<file path="config.mk">
export PLATFORM = sky130hd
export DESIGN_NAME = txmc_top
export DESIGN_NICKNAME = d
export VERILOG_FILES = /design/src/txmc_pkg.sv /design/src/txmc_top.sv /design/src/txmc_edge_shaper.sv
export VERILOG_INCLUDE_DIRS = /design/src
export SDC_FILE = /design/constraint.sdc
export NUM_CORES = 1
export LEC_CHECK = 0
export ABC_AREA = 1
export CAP_MARGIN = 20
export CORE_MARGIN = 5
export CORE_UTILIZATION = 30
export CTS_CLUSTER_DIAMETER = 60
export DETAILED_ROUTE_END_ITERATION = 10
export DONT_BUFFER_PORTS = 1
export REMOVE_ABC_BUFFERS = 1
export SYNTH_ARGS = -nofsm -noshare
export SYNTH_HDL_FRONTEND = slang
export SYNTH_SLANG_ARGS = --single-unit
</file>
<file path="constraint.sdc">
create_clock -name core_clk_i -period 2.8 [get_ports core_clk_i]
set_input_delay 0.14 -clock core_clk_i [delete_from_list [all_inputs] [get_ports core_clk_i]]
set_output_delay 0.14 -clock core_clk_i [all_outputs]
set_load 0.02 [all_outputs]
</file>
<file path="src/txmc_defines.svh">
`ifndef TXMC_DEFINES_SVH
`define TXMC_DEFINES_SVH

// register offsets (7-bit address space)
`define TXMC_ADDR_MAIN      7'h00
`define TXMC_ADDR_MODRSSI   7'h01
`define TXMC_ADDR_PUMPBYP   7'h02
`define TXMC_ADDR_MODFILT   7'h04
`define TXMC_ADDR_MODATT    7'h05
`define TXMC_ADDR_CLKSCALE  7'h06
`define TXMC_ADDR_RATEREF   7'h07

// field positions
`define TXMC_AMP_LEVEL_MSB  6
`define TXMC_AMP_LEVEL_LSB  4
`define TXMC_MOD_SEL_MSB    7
`define TXMC_MOD_SEL_LSB    6
`define TXMC_AMP_BYPASS_BIT 4
`define TXMC_MODCLK_MSB     6
`define TXMC_MODCLK_LSB     4
`define TXMC_REFK_MSB       5
`define TXMC_REFK_LSB       0

// reset values
`define TXMC_RST_REG        8'h00
`define TXMC_RST_MODATT     8'h10

// levels and codes
`define TXMC_AMP_OFF        3'h0
`define TXMC_AMP_MAX        3'h1
`define TXMC_SCALE_TOP      3'h7

// edge shaping: four modulator clock periods per edge
`define TXMC_EDGE_PERIODS   3'h4

// serial frame: 7 address bits, rw bit, 8 data bits
`define TXMC_FRAME_BITS     5'h10

`endif

</file>
<file path="src/txmc_pkg.sv">
package txmc_pkg;
   typedef enum logic [1:0] {
      TXMC_MOD_LOOP  = 2'b00,
      TXMC_MOD_RSV1  = 2'b01,
      TXMC_MOD_TWODIV = 2'b10,
      TXMC_MOD_RSV3  = 2'b11
   } txmc_mod_t;

   typedef enum logic [1:0] {
      TXMC_SH_IDLE = 2'b00,
      TXMC_SH_RISE = 2'b01,
      TXMC_SH_FALL = 2'b10
   } txmc_shape_state_t;

   // data pin seen as three levels
   typedef struct packed {
      logic floating;
      logic level;
   } txmc_pin_t;

   typedef struct packed {
      logic       pa_on;
      logic       pa_bypass;
      logic [2:0] pa_level;
      logic       max_power;
   } txmc_amp_t;

   typedef struct packed {
      logic       use_set1;
      logic       lock_lo;
      logic       shift_up;
      logic       shift_down;
   } txmc_freq_t;
endpackage

</file>
<file path="src/txmc_top.sv">
`timescale 1ns/10ps
`include "txmc_defines.svh"
//
// Behaviour
// [RULE_01] amplifier off when level field is zero, on for any other value
// [RULE_02] level one gives maximum power; seven nonzero power steps
// [RULE_03] bypass bit routes around amplifier while level field still sets power
// [RULE_04] mode 00 uses waveform modulator, 10 uses two divider sets; 01/11 unused
// [RULE_05] two-divider mode: data zero uses set zero, data one uses set one
// [RULE_06] two-divider mode: floating data pin selects divider set zero
// [RULE_07] modulator mode: floating pin locks LO, high/low shift carrier up/down
// [RULE_08] data pin is input while transmitting, output while receiving
// [RULE_09] host keeps pin undriven until lock and amplifier on
// [RULE_10] host Manchester: zero sent as 10, one as 01
// [RULE_11] host three-to-four code maps six inputs to balanced words
// [RULE_12] host alternates A and B words for 000 and 111 by one flag
// [RULE_13] modulator clock is crystal over divider times two to seven minus scale
// [RULE_14] each waveform edge spans four modulator periods with unequal currents
// [RULE_15] host sets modulator clock at least eight times the bit rate

module txmc_top
   import txmc_pkg::*;
(
   // clock and reset
   input  wire logic             core_clk_i,
   input  wire logic             reset_n_i,
   // three-wire serial register port
   input  wire logic             ser_clk_i,
   input  wire logic             ser_latch_i,
   input  wire logic             ser_data_i,
   output logic                  ser_data_o,
   output logic                  ser_data_oe_o,
   // bidirectional data pin
   input  wire logic             tx_rx_data_pin_i,
   input  wire logic             tx_rx_data_pin_float_i,
   output logic                  tx_rx_data_pin_o,
   output logic                  tx_rx_data_pin_oe_o,
   // transceiver state
   input  wire logic             transmit_mode_i,
   input  wire logic             rx_data_i,
   input  wire logic             pll_lock_i,
   // analogue controls
   output txmc_pkg::txmc_amp_t   amp_o,
   output txmc_pkg::txmc_freq_t  freq_o,
   output logic                  modclk_tick_o,
   output logic                  mod_charging_o,
   output logic                  mod_discharging_o,
   output logic [1:0]            mod_step_o,
   output logic [1:0]            mod_current_weight_o,
   output logic                  mod_select_illegal_o
);
   import txmc_pkg::*;

   // pin synchronisers
   logic [1:0] sck_s_q, sle_s_q, sdi_s_q, dpin_s_q, dflt_s_q;
   logic       sck_prev_q, sle_prev_q;

   always_ff @(posedge core_clk_i or negedge reset_n_i) begin
      if (!reset_n_i) begin
         sck_s_q    <= 2'h0;
         sle_s_q    <= 2'h0;
         sdi_s_q    <= 2'h0;
         dpin_s_q   <= 2'h0;
         dflt_s_q   <= 2'h3;
         sck_prev_q <= 1'b0;
         sle_prev_q <= 1'b0;
      end else begin
         sck_s_q    <= {sck_s_q[0], ser_clk_i};
         sle_s_q    <= {sle_s_q[0], ser_latch_i};
         sdi_s_q    <= {sdi_s_q[0], ser_data_i};
         dpin_s_q   <= {dpin_s_q[0], tx_rx_data_pin_i};
         dflt_s_q   <= {dflt_s_q[0], tx_rx_data_pin_float_i};
         sck_prev_q <= sck_s_q[1];
         sle_prev_q <= sle_s_q[1];
      end
   end

   logic sck_rise, sck_fall, sle_rise;
   assign sck_rise = sck_s_q[1] & ~sck_prev_q;
   assign sck_fall = ~sck_s_q[1] & sck_prev_q;
   assign sle_rise = sle_s_q[1] & ~sle_prev_q;

   // register file
   logic [7:0] reg_main_q, reg_main_d;
   logic [7:0] reg_modrssi_q, reg_modrssi_d;
   logic [7:0] reg_pumpbyp_q, reg_pumpbyp_d;
   logic [7:0] reg_modfilt_q, reg_modfilt_d;
   logic [7:0] reg_modatt_q, reg_modatt_d;
   logic [7:0] reg_clkscale_q, reg_clkscale_d;
   logic [7:0] reg_rateref_q, reg_rateref_d;

   // serial shifter: frame is address(7), read flag, data(8), msb first
   logic [15:0] shift_q, shift_d;
   logic [4:0]  bits_q, bits_d;
   logic        rd_active_q, rd_active_d;
   logic [7:0]  rd_shift_q, rd_shift_d;
   logic        sdo_q, sdo_d;

   function automatic logic [7:0] txmc_read(input logic [6:0] a,
                                             input logic [7:0] r0, input logic [7:0] r1,
                                             input logic [7:0] r2, input logic [7:0] r4,
                                             input logic [7:0] r5, input logic [7:0] r6,
                                             input logic [7:0] r7);
      unique case (a)
         `TXMC_ADDR_MAIN:     txmc_read = r0;
         `TXMC_ADDR_MODRSSI:  txmc_read = {r1[7:6], 2'b00, r1[3:0]};
         `TXMC_ADDR_PUMPBYP:  txmc_read = {r2[7:6], 1'b0, r2[4:0]};
         `TXMC_ADDR_MODFILT:  txmc_read = r4;
         `TXMC_ADDR_MODATT:   txmc_read = {4'h1, r5[3:0]};
         `TXMC_ADDR_CLKSCALE: txmc_read = {1'b0, r6[6:0]};
         `TXMC_ADDR_RATEREF:  txmc_read = r7;
         default:             txmc_read = 8'h00;
      endcase
   endfunction

   always_comb begin
      shift_d        = shift_q;
      bits_d         = bits_q;
      rd_active_d    = rd_active_q;
      rd_shift_d     = rd_shift_q;
      sdo_d          = sdo_q;
      reg_main_d     = reg_main_q;
      reg_modrssi_d  = reg_modrssi_q;
      reg_pumpbyp_d  = reg_pumpbyp_q;
      reg_modfilt_d  = reg_modfilt_q;
      reg_modatt_d   = reg_modatt_q;
      reg_clkscale_d = reg_clkscale_q;
      reg_rateref_d  = reg_rateref_q;
      if (sck_rise && !rd_active_q && bits_q < `TXMC_FRAME_BITS) begin
         shift_d = {shift_q[14:0], sdi_s_q[1]};
         bits_d  = bits_q + 5'h1;
         // after address and read flag, a read takes over the data phase
         if (bits_q == 5'h7 && sdi_s_q[1]) begin
            rd_active_d = 1'b1;
            rd_shift_d  = txmc_read(shift_q[6:0], reg_main_q, reg_modrssi_q,
                                    reg_pumpbyp_q, reg_modfilt_q, reg_modatt_q,
                                    reg_clkscale_q, reg_rateref_q);
         end
      end
      if (rd_active_q && sck_fall) begin
         sdo_d      = rd_shift_q[7];
         rd_shift_d = {rd_shift_q[6:0], 1'b0};
      end
      if (sle_rise) begin
         if (!rd_active_q && bits_q == `TXMC_FRAME_BITS) begin
            unique case (shift_q[15:9])
               `TXMC_ADDR_MAIN:     reg_main_d     = shift_q[7:0];
               `TXMC_ADDR_MODRSSI:  reg_modrssi_d  = shift_q[7:0];
               `TXMC_ADDR_PUMPBYP:  reg_pumpbyp_d  = shift_q[7:0];
               `TXMC_ADDR_MODFILT:  reg_modfilt_d  = shift_q[7:0];
               `TXMC_ADDR_MODATT:   reg_modatt_d   = shift_q[7:0];
               `TXMC_ADDR_CLKSCALE: reg_clkscale_d = shift_q[7:0];
               `TXMC_ADDR_RATEREF:  reg_rateref_d  = shift_q[7:0];
               default: ;
            endcase
         end
         bits_d      = 5'h0;
         rd_active_d = 1'b0;
         sdo_d       = 1'b0;
      end
   end

   always_ff @(posedge core_clk_i or negedge reset_n_i) begin
      if (!reset_n_i) begin
         shift_q        <= 16'h0000;
         bits_q         <= 5'h00;
         rd_active_q    <= 1'b0;
         rd_shift_q     <= 8'h00;
         sdo_q          <= 1'b0;
         reg_main_q     <= `TXMC_RST_REG;
         reg_modrssi_q  <= `TXMC_RST_REG;
         reg_pumpbyp_q  <= `TXMC_RST_REG;
         reg_modfilt_q  <= `TXMC_RST_REG;
         reg_modatt_q   <= `TXMC_RST_MODATT;
         reg_clkscale_q <= `TXMC_RST_REG;
         reg_rateref_q  <= `TXMC_RST_REG;
      end else begin
         shift_q        <= shift_d;
         bits_q         <= bits_d;
         rd_active_q    <= rd_active_d;
         rd_shift_q     <= rd_shift_d;
         sdo_q          <= sdo_d;
         reg_main_q     <= reg_main_d;
         reg_modrssi_q  <= reg_modrssi_d;
         reg_pumpbyp_q  <= reg_pumpbyp_d;
         reg_modfilt_q  <= reg_modfilt_d;
         reg_modatt_q   <= reg_modatt_d;
         reg_clkscale_q <= reg_clkscale_d;
         reg_rateref_q  <= reg_rateref_d;
      end
   end

   assign ser_data_o    = sdo_q;
   assign ser_data_oe_o = rd_active_q;

   // decoded fields
   logic [2:0] amp_level;
   logic       amp_bypass;
   txmc_mod_t  mod_sel;
   logic [2:0] modclk_scale;
   logic [5:0] ref_div;
   assign amp_level    = reg_main_q[`TXMC_AMP_LEVEL_MSB:`TXMC_AMP_LEVEL_LSB];
   assign amp_bypass   = reg_pumpbyp_q[`TXMC_AMP_BYPASS_BIT];
   assign mod_sel      = txmc_mod_t'(reg_modrssi_q[`TXMC_MOD_SEL_MSB:`TXMC_MOD_SEL_LSB]);
   assign modclk_scale = reg_clkscale_q[`TXMC_MODCLK_MSB:`TXMC_MODCLK_LSB];
   assign ref_div      = reg_rateref_q[`TXMC_REFK_MSB:`TXMC_REFK_LSB];

   txmc_pin_t pin;
   assign pin.floating = dflt_s_q[1];
   assign pin.level    = dpin_s_q[1];

   // amplifier and frequency selection
   txmc_amp_t  amp_d, amp_q;
   txmc_freq_t freq_d, freq_q;
   logic       pin_o_d, pin_o_q, pin_oe_d, pin_oe_q, illegal_d, illegal_q;

   always_comb begin
      amp_d.pa_on     = (amp_level != `TXMC_AMP_OFF); // RULE_01
      amp_d.max_power = (amp_level == `TXMC_AMP_MAX); // RULE_02
      amp_d.pa_level  = amp_level;                    // RULE_03
      amp_d.pa_bypass = amp_bypass;                   // RULE_03
      freq_d          = '0;
      illegal_d       = 1'b0;
      unique case (mod_sel)
         TXMC_MOD_LOOP: begin // RULE_04
            // floating pin holds the receive LO frequency
            freq_d.lock_lo    = pin.floating;                // RULE_07
            freq_d.shift_up   = !pin.floating && pin.level;  // RULE_07
            freq_d.shift_down = !pin.floating && !pin.level; // RULE_07
         end
         TXMC_MOD_TWODIV: begin // RULE_04
            freq_d.use_set1 = !pin.floating && pin.level; // RULE_05 RULE_06
         end
         // unused codes flagged and fall back to divider set zero
         TXMC_MOD_RSV1, TXMC_MOD_RSV3: illegal_d = 1'b1; // RULE_04
      endcase
      pin_oe_d = !transmit_mode_i; // RULE_08
      pin_o_d  = transmit_mode_i ? 1'b0 : rx_data_i;
   end

   always_ff @(posedge core_clk_i or negedge reset_n_i) begin
      if (!reset_n_i) begin
         amp_q     <= '0;
         freq_q    <= '0;
         pin_o_q   <= 1'b0;
         pin_oe_q  <= 1'b0;
         illegal_q <= 1'b0;
      end else begin
         amp_q     <= amp_d;
         freq_q    <= freq_d;
         pin_o_q   <= pin_o_d;
         pin_oe_q  <= pin_oe_d;
         illegal_q <= illegal_d;
      end
   end

   assign amp_o                = amp_q;
   assign freq_o               = freq_q;
   assign tx_rx_data_pin_o     = pin_o_q;
   assign tx_rx_data_pin_oe_o  = pin_oe_q;
   assign mod_select_illegal_o = illegal_q;

   // modulator clock: period = ref_div * 2^(7 - scale) core clocks
   logic [12:0] mc_cnt_q, mc_cnt_d;
   logic [12:0] mc_period;
   logic        mc_tick_q, mc_tick_d;
   assign mc_period = 13'(ref_div) << (`TXMC_SCALE_TOP - modclk_scale); // RULE_13

   always_comb begin
      mc_cnt_d  = mc_cnt_q + 13'h1;
      mc_tick_d = 1'b0;
      // zero divider stops the clock rather than run at full rate
      if (ref_div == 6'h00) begin
         mc_cnt_d = 13'h0;
      end else if (mc_cnt_q >= mc_period - 13'h1) begin // RULE_13
         mc_cnt_d  = 13'h0;
         mc_tick_d = 1'b1;
      end
   end

   always_ff @(posedge core_clk_i or negedge reset_n_i) begin
      if (!reset_n_i) begin
         mc_cnt_q  <= 13'h0;
         mc_tick_q <= 1'b0;
      end else begin
         mc_cnt_q  <= mc_cnt_d;
         mc_tick_q <= mc_tick_d;
      end
   end

   assign modclk_tick_o = mc_tick_q;

   // edges only shaped in modulator mode while transmitting a driven pin
   txmc_edge_shaper u_shaper (
      .core_clk_i       (core_clk_i),
      .reset_n_i        (reset_n_i),
      .mod_tick_i       (mc_tick_q),
      .enable_i         (transmit_mode_i && mod_sel == TXMC_MOD_LOOP && !pin.floating),
      .target_i         (pin.level),
      .charging_o       (mod_charging_o),
      .discharging_o    (mod_discharging_o),
      .step_o           (mod_step_o),
      .current_weight_o (mod_current_weight_o)
   );
endmodule

</file>
<file path="src/txmc_edge_shaper.sv">
`timescale 1ns/10ps
`include "txmc_defines.svh"

module txmc_edge_shaper
   import txmc_pkg::*;
(
   // clock and reset
   input  wire logic       core_clk_i,
   input  wire logic       reset_n_i,
   // control
   input  wire logic       mod_tick_i,
   input  wire logic       enable_i,
   input  wire logic       target_i,
   // shaped output
   output logic            charging_o,
   output logic            discharging_o,
   output logic [1:0]      step_o,
   output logic [1:0]      current_weight_o
);
   import txmc_pkg::*;

   txmc_shape_state_t state_q, state_d;
   logic [2:0]        cnt_q, cnt_d;
   logic              level_q, level_d;
   logic [1:0]        weight_d;

   // unequal currents over the four periods soften the spectrum
   function automatic logic [1:0] txmc_weight(input logic [2:0] idx);
      unique case (idx)
         3'h0:    txmc_weight = 2'h1;
         3'h1:    txmc_weight = 2'h3;
         3'h2:    txmc_weight = 2'h3;
         default: txmc_weight = 2'h1;
      endcase
   endfunction

   always_comb begin
      state_d  = state_q;
      cnt_d    = cnt_q;
      level_d  = level_q;
      weight_d = 2'h0;
      unique case (state_q)
         TXMC_SH_IDLE: begin
            if (enable_i && mod_tick_i && target_i != level_q) begin
               state_d = target_i ? TXMC_SH_RISE : TXMC_SH_FALL;
               cnt_d   = 3'h0;
            end
         end
         TXMC_SH_RISE, TXMC_SH_FALL: begin
            if (mod_tick_i) begin
               if (cnt_q == `TXMC_EDGE_PERIODS - 3'h1) begin // RULE_14
                  state_d = TXMC_SH_IDLE;
                  level_d = (state_q == TXMC_SH_RISE);
               end else begin
                  cnt_d = cnt_q + 3'h1;
               end
            end
         end
         default: state_d = TXMC_SH_IDLE;
      endcase
      // weight of the period now driven, not the one just left
      if (state_d != TXMC_SH_IDLE) begin
         weight_d = txmc_weight(cnt_d); // RULE_14
      end
   end

   always_ff @(posedge core_clk_i or negedge reset_n_i) begin
      if (!reset_n_i) begin
         state_q          <= TXMC_SH_IDLE;
         cnt_q            <= 3'h0;
         level_q          <= 1'b0;
         current_weight_o <= 2'h0;
      end else begin
         state_q          <= state_d;
         cnt_q            <= cnt_d;
         level_q          <= level_d;
         current_weight_o <= weight_d;
      end
   end

   assign charging_o    = (state_q == TXMC_SH_RISE);
   assign discharging_o = (state_q == TXMC_SH_FALL);
   assign step_o        = cnt_q[1:0];
endmodule

</file>
# == Word level (Yosys, flattened, before mapping) ==
# Index checks and enable logic that the tools add are counted.
# word_totals
ff_bits,129
out_inout_bits,22
# op_classes
add_sub_neg,5
magnitude_cmp,2
n_eq_ne,24
shifts,1
mux,30
n_bitwise,6
n_reduce_logical,40
# ops
operator,count
$eq A7 B3 Y1 const B,8
$pmux W8 S7,1
$mux W13,2
$mux W8,3
$reduce_and A3 Y1,8
$eq A7 B1 Y1 const B,2
$eq A7 B2 Y1 const B,2
$logic_not A7 Y1,2
$add A13 B1 Y13 const B,1
$ge A13 B13 Y1,1
$shl A6 B3 Y13,1
$sub A13 B1 Y13 const B,1
$mux W2,6
$mux W3,4
$reduce_bool A2 Y1,6
$logic_and A1 B1 Y1,11
$mux W1,10
$mux W5,2
$eq A2 B2 Y1 const B,3
$eq A3 B1 Y1 const B,2
$eq A3 B2 Y1 const B,2
$logic_not A6 Y1,1
$pmux W3 S2,1
$reduce_or A2 Y1,3
other kinds (15),25

# == Longest topological paths before layout ==
# logic_depth
ltp_word,11
mapped_depth,19
ltp_nobuf,19

# == Hierarchy ==
# From an unflattened synthesis, not the netlist that was laid out.
# unflattened
hier_cells,802
area_unflattened_um2,6434.9
# modules_own_cells
mod,instances,cells_per_inst,area_each_um2
txmc_top,1,725,5886.9
txmc_edge_shaper,1,77,548.0

# == Worst setup path after synthesis ==
# No wires, ideal clock.
# synth_timing
kind,reg2reg
from,register reg_clkscale_q[6]
to,register mc_cnt_q[10]
arrival_ns,2.517
required_ns,2.728
slack_ns,0.212
path_stages_with_launch,19
n_path_buf,2
cell_sequence,dfrtp_1 inv_2 buf_4 nor2_1 inv_1 ha_1 nand2_1 nor2_4 nand3_1 xor2_1 ha_1 a21oi_1 nor3_1 nor3_1 nand2_1 nand2_1 nand3_1 buf_2 nor2_1
# synth_via
elab_chain_cells,6
# synth_rtl
item,line_no,rtl
"start, declared",txmc_top.sv:89,"logic [7:0] reg_clkscale_q, reg_clkscale_d;"
"start signal, assigned",txmc_top.sv:175,reg_clkscale_q <= `TXMC_RST_REG;
"start signal, assigned",txmc_top.sv:188,reg_clkscale_q <= reg_clkscale_d;
$sub A3 B3 Y3 (no source line),-,
$shl A6 B3 Y13,txmc_top.sv:267,assign mc_period = 13'(ref_div) << (`TXMC_SCALE_TOP - modclk_scale);
$sub A13 B1 Y13,txmc_top.sv:275,end else if (mc_cnt_q >= mc_period - 13'h1) begin
$ge A13 B13 Y1,txmc_top.sv:275,
$mux W13,txmc_top.sv:275,
$mux W13,txmc_top.sv:273,if (ref_div == 6'h00) begin
net mc_cnt_d[10],txmc_top.sv:264,"logic [12:0] mc_cnt_q, mc_cnt_d;"
"end signal, assigned",txmc_top.sv:286,mc_cnt_q <= mc_cnt_d;
"end, declared",txmc_top.sv:264,
# The timed path passes the listed nets, and every way through them passes these cells.
# A chain may end at the register's enable or synchronous reset.

# == Worst setup path after layout ==
# layout_timing
from,register reg_clkscale_q[4]
to,register mc_cnt_q[0]
# Same word-level chain as after synthesis.

==> results.json <==
{
  "status": "finished with violations",
  "violations": "negative hold slack",
  "worst_setup_path_start_kind": "flip-flop",
  "pwr-share-seq_pct": 43.5,
  "slowest_stage": "dfrtp_2",
  "synth_cell_types": 37,
  "synth_top_area_share_pct": 48.7,
  "fin_util_pct": 36.3,
  "drv_cap": 0,
  "power_frac_comb_pct": 7.9,
  "seqCellArea_um2": 3160,
  "gp_congestion": 0.808,
  "synthTopCellsByArea": "dfrtp_1, nand2_1, o21ai_0",
  "numCtsBuffers": 17,
  "rows": 53,
  "critPathMaxFanout": 8,
  "nFillCells": 2134,
  "relSlewSlack_pct": 52.0,
  "hold_ws_ns": -0.593,
  "postRouteAntennaNets": 0,
  "endpoint_kind": "flip-flop",
  "synth_edf_count": 0,
  "io_pins": 32,
  "port_buffers": 0,
  "period_needed_ns": 2.68,
  "final_common_cell": "nand2_1",
  "firstDrtPassIters": 5,
  "setup_viol_count_final": 0,
  "max_freq_ghz": 0.374,
  "seq_area_frac_synth_pct": 49.5,
  "synth_top_flop_cell": "dfrtp_1",
  "final_hold_viol_count": 126,
  "ys_seq_elements": 126,
  "die_width_um": 156,
  "power_switching_mw": 1.14,
  "wl_per_cell_um": 13.3,
  "clock_skew_ns": 0.0139,
  "first_global_vias": 4770,
  "synth_cells": 773,
  "multi_input_area_um2": 2910,
  "antenna_found_initial": 0,
  "slew_viol_final": 0,
  "drive_gt1_share_pct": 14.0,
  "min_period_over_period_pct": 95.6,
  "syn-cell-area_um2": 6380,
  "clock-sinks": 126,
  "fin_cells": 1090,
  "crit_arrival_ns": 3.03,
  "clkPwrFrac_pct": 48.6,
  "clkSlewWorstSetupHoldPaths_ns": 0.06,
  "ir_worst_vdd_v": 0.000314,
  "wl_um": 14500,
  "grt_overflow": 0,
  "area_growth_pct": 19.4,
  "power.leakage_nw": 3.75,
  "vias": 5036,
  "coreArea_um2": 21000,
  "tightest_slew_ns": 0.718,
  "power_density_nw_per_um2": 587,
  "cts_tree": "built",
  "path_cells": "buf_6 -> nand2_2 -> nand3_2 -> nand3_2 -> nand2_1 -> nor2_4 -> nand3_2 -> xor2_1 -> ha_1 -> a21oi_2 -> nor3_1 -> nor3_1 -> nand2_1 -> nand2_2 -> nand3_4 -> clkbuf_16 -> nor2_2",
  "hold_buffers": 7,
  "swShare_pct": 25.4,
  "synth.avg_cell_area_um2": 8.25,
  "setup_tns_ns": 0,
  "synth_top_area_cell": "dfrtp_1",
  "grt_pass1_wl_um": 24300,
  "clk_latency_ns": 0.43,
  "dieArea_um2": 24300,
  "dp_hpwl_um": 9690,
  "htree_num_levels": 4,
  "max_stage_delay_ns": 0.45,
  "initial_utilization_pct": 30.4,
  "drc_errors": 0,
  "die_height_um": 156,
  "cts_buffer_depth": 2,
  "root_buffer": "clkbuf_16",
  "hold_path_class": "in -> async",
  "n_antenna_cell": 0,
  "crit_type": "reg -> reg",
  "grtUsageTotal_pct": 12.4,
  "internal_power_mw": 3.33,
  "routed_via_density": 4.62,
  "dp_cells": 1039,
  "yosys_warnings": 0,
  "grt_max_degree": 127,
  "path_common_cell": "nand3_2",
  "drtIter0Drc": 348,
  "cp.required_ns": 3.16,
  "synth-async-reset-ratio_pct": 100,
  "final_cell_mix": "nand2_1, dfrtp_1, inv_1, o21ai_0, nor2_1",
  "fin_nets": 834
}
power by group through the flow:
stage | Sequential [mW] | Combinational (mW) | Clock, mW
after floorplan | 1.96 | 0.243 | 0
after global placement | 1.98 | 0.341 | 0
after detailed placement | 1.98 | 0.342 | 0
after CTS | 1.94 | 0.352 | 2.22
after global routing | 1.95 | 0.389 | 2.31
final | 1.94 | 0.352 | 2.18
what timing repair did:
item / in CTS / in global routing
buffers inserted: 0 / 11
setup endpoints to repair: 0 / 14
gates resized for setup: 0 / 40
hold endpoints to repair: 133 / 126
per-stage QoR:
step | worst slack (ns) | total power, mW | hold WS [ns] | area [um2]
final | 0.124 | 4.47 | -0.593 | 7610
after floorplan | 0.0936 | 2.21 | -0.156 | 6250
after detailed placement | 0.0746 | 2.32 | -0.153 | 6690
after global placement | 0.112 | 2.32 | -0.153 | 6690
after CTS | 0.0611 | 4.52 | -0.607 | 7340
after global routing | -0.0703 | 4.65 | -0.611 | 7610
metal layers:
layer	vias up	track usage, %	part of all wire, %
li1	2563	-	-
met1	2354	17.0	48
met2	95	18.9	46
met3	24	3.74	4.0
met4	0	3.96	1.8
met5	-	0	0
sequential cells by signal, summed over array words and instances (netlist names), 3 cells and up:
register / flops
reg_modrssi_q: 6
mc_cnt_q: 13
reg_pumpbyp_q: 7
reg_modatt_q: 4
rd_shift_q: 8
reg_main_q: 8
shift_q: 16
reg_clkscale_q: 7
freq_o: 4
reg_rateref_q: 8
reg_modfilt_q: 8
u_shaper.cnt_q: 3
bits_q: 5
amp_o: 6
layout make-up:
cell class	count	share of cell area, %
clock buffers	22	6.10
clock inverters	10	1.50
inverters	91	4.54
multi-input cells	536	38.2
flip-flops and latches	126	41.5
well taps	275	4.52
repair buffers	30	3.63
Yosys cell counts, drive strengths merged, types with 3 or more instances:
library cell  count
xor2             15
nor2             58
nand2           238
nor4              5
a22oi             7
nor3             18
o21ai            76
xnor2             3
nand3            55
nand4            15
dfrtp           124
buf              15
clkbuf            5
a21oi            12
ha               22
inv              90
cells by family (layout without fill, tap and decap cells):
kind of cell             count (synthesis)  after routing  share of synthesized area (%)
adder cells (fa/ha/maj)                 22             22                           4.32
XOR/XNOR                                18             18                           2.47
flip-flops                             126            126                           49.5
AND/OR/NAND/NOR                        391            391                           27.5
AO/OA/AOI/OAI                          105            105                           8.95
buffers and inverters                  111            153                           7.30
worst max-delay path: cells and delay by family, from the launching register on:
family / cells / cell delay, ns
and+or+nand+nor: 12 / 1.18
AOI/OAI and AO/OA: 1 / 0.14
adders and majority gates: 1 / 0.32
DFF: 1 / 0.45
buffers and inverters: 2 / 0.33
xor gates and xnor gates: 1 / 0.17
worst paths after layout:
kind                                                     from                             to  slack, ns  cells after the start
worst min-delay path                                reset_n_i         mc_cnt_q[12]$_DFF_PN0_      -0.59                      0
worst max register to register  reg_clkscale_q[4]$_DFFE_PN0P_          mc_cnt_q[0]$_DFF_PN0_       0.12                     17
worst max-delay path            reg_clkscale_q[4]$_DFFE_PN0P_          mc_cnt_q[0]$_DFF_PN0_       0.12                     17
min in group core_clk_i                       transmit_mode_i  u_shaper.state_q[1]$_DFF_PN0_       0.17                      6
max in group asynchronous                           reset_n_i  reg_clkscale_q[5]$_DFFE_PN0P_       3.20                      0
worst min register to register           sle_s_q[0]$_DFF_PN0_           sle_s_q[1]$_DFF_PN0_       0.35                      0
Note: power is estimated with default switching activity, not from simulation.
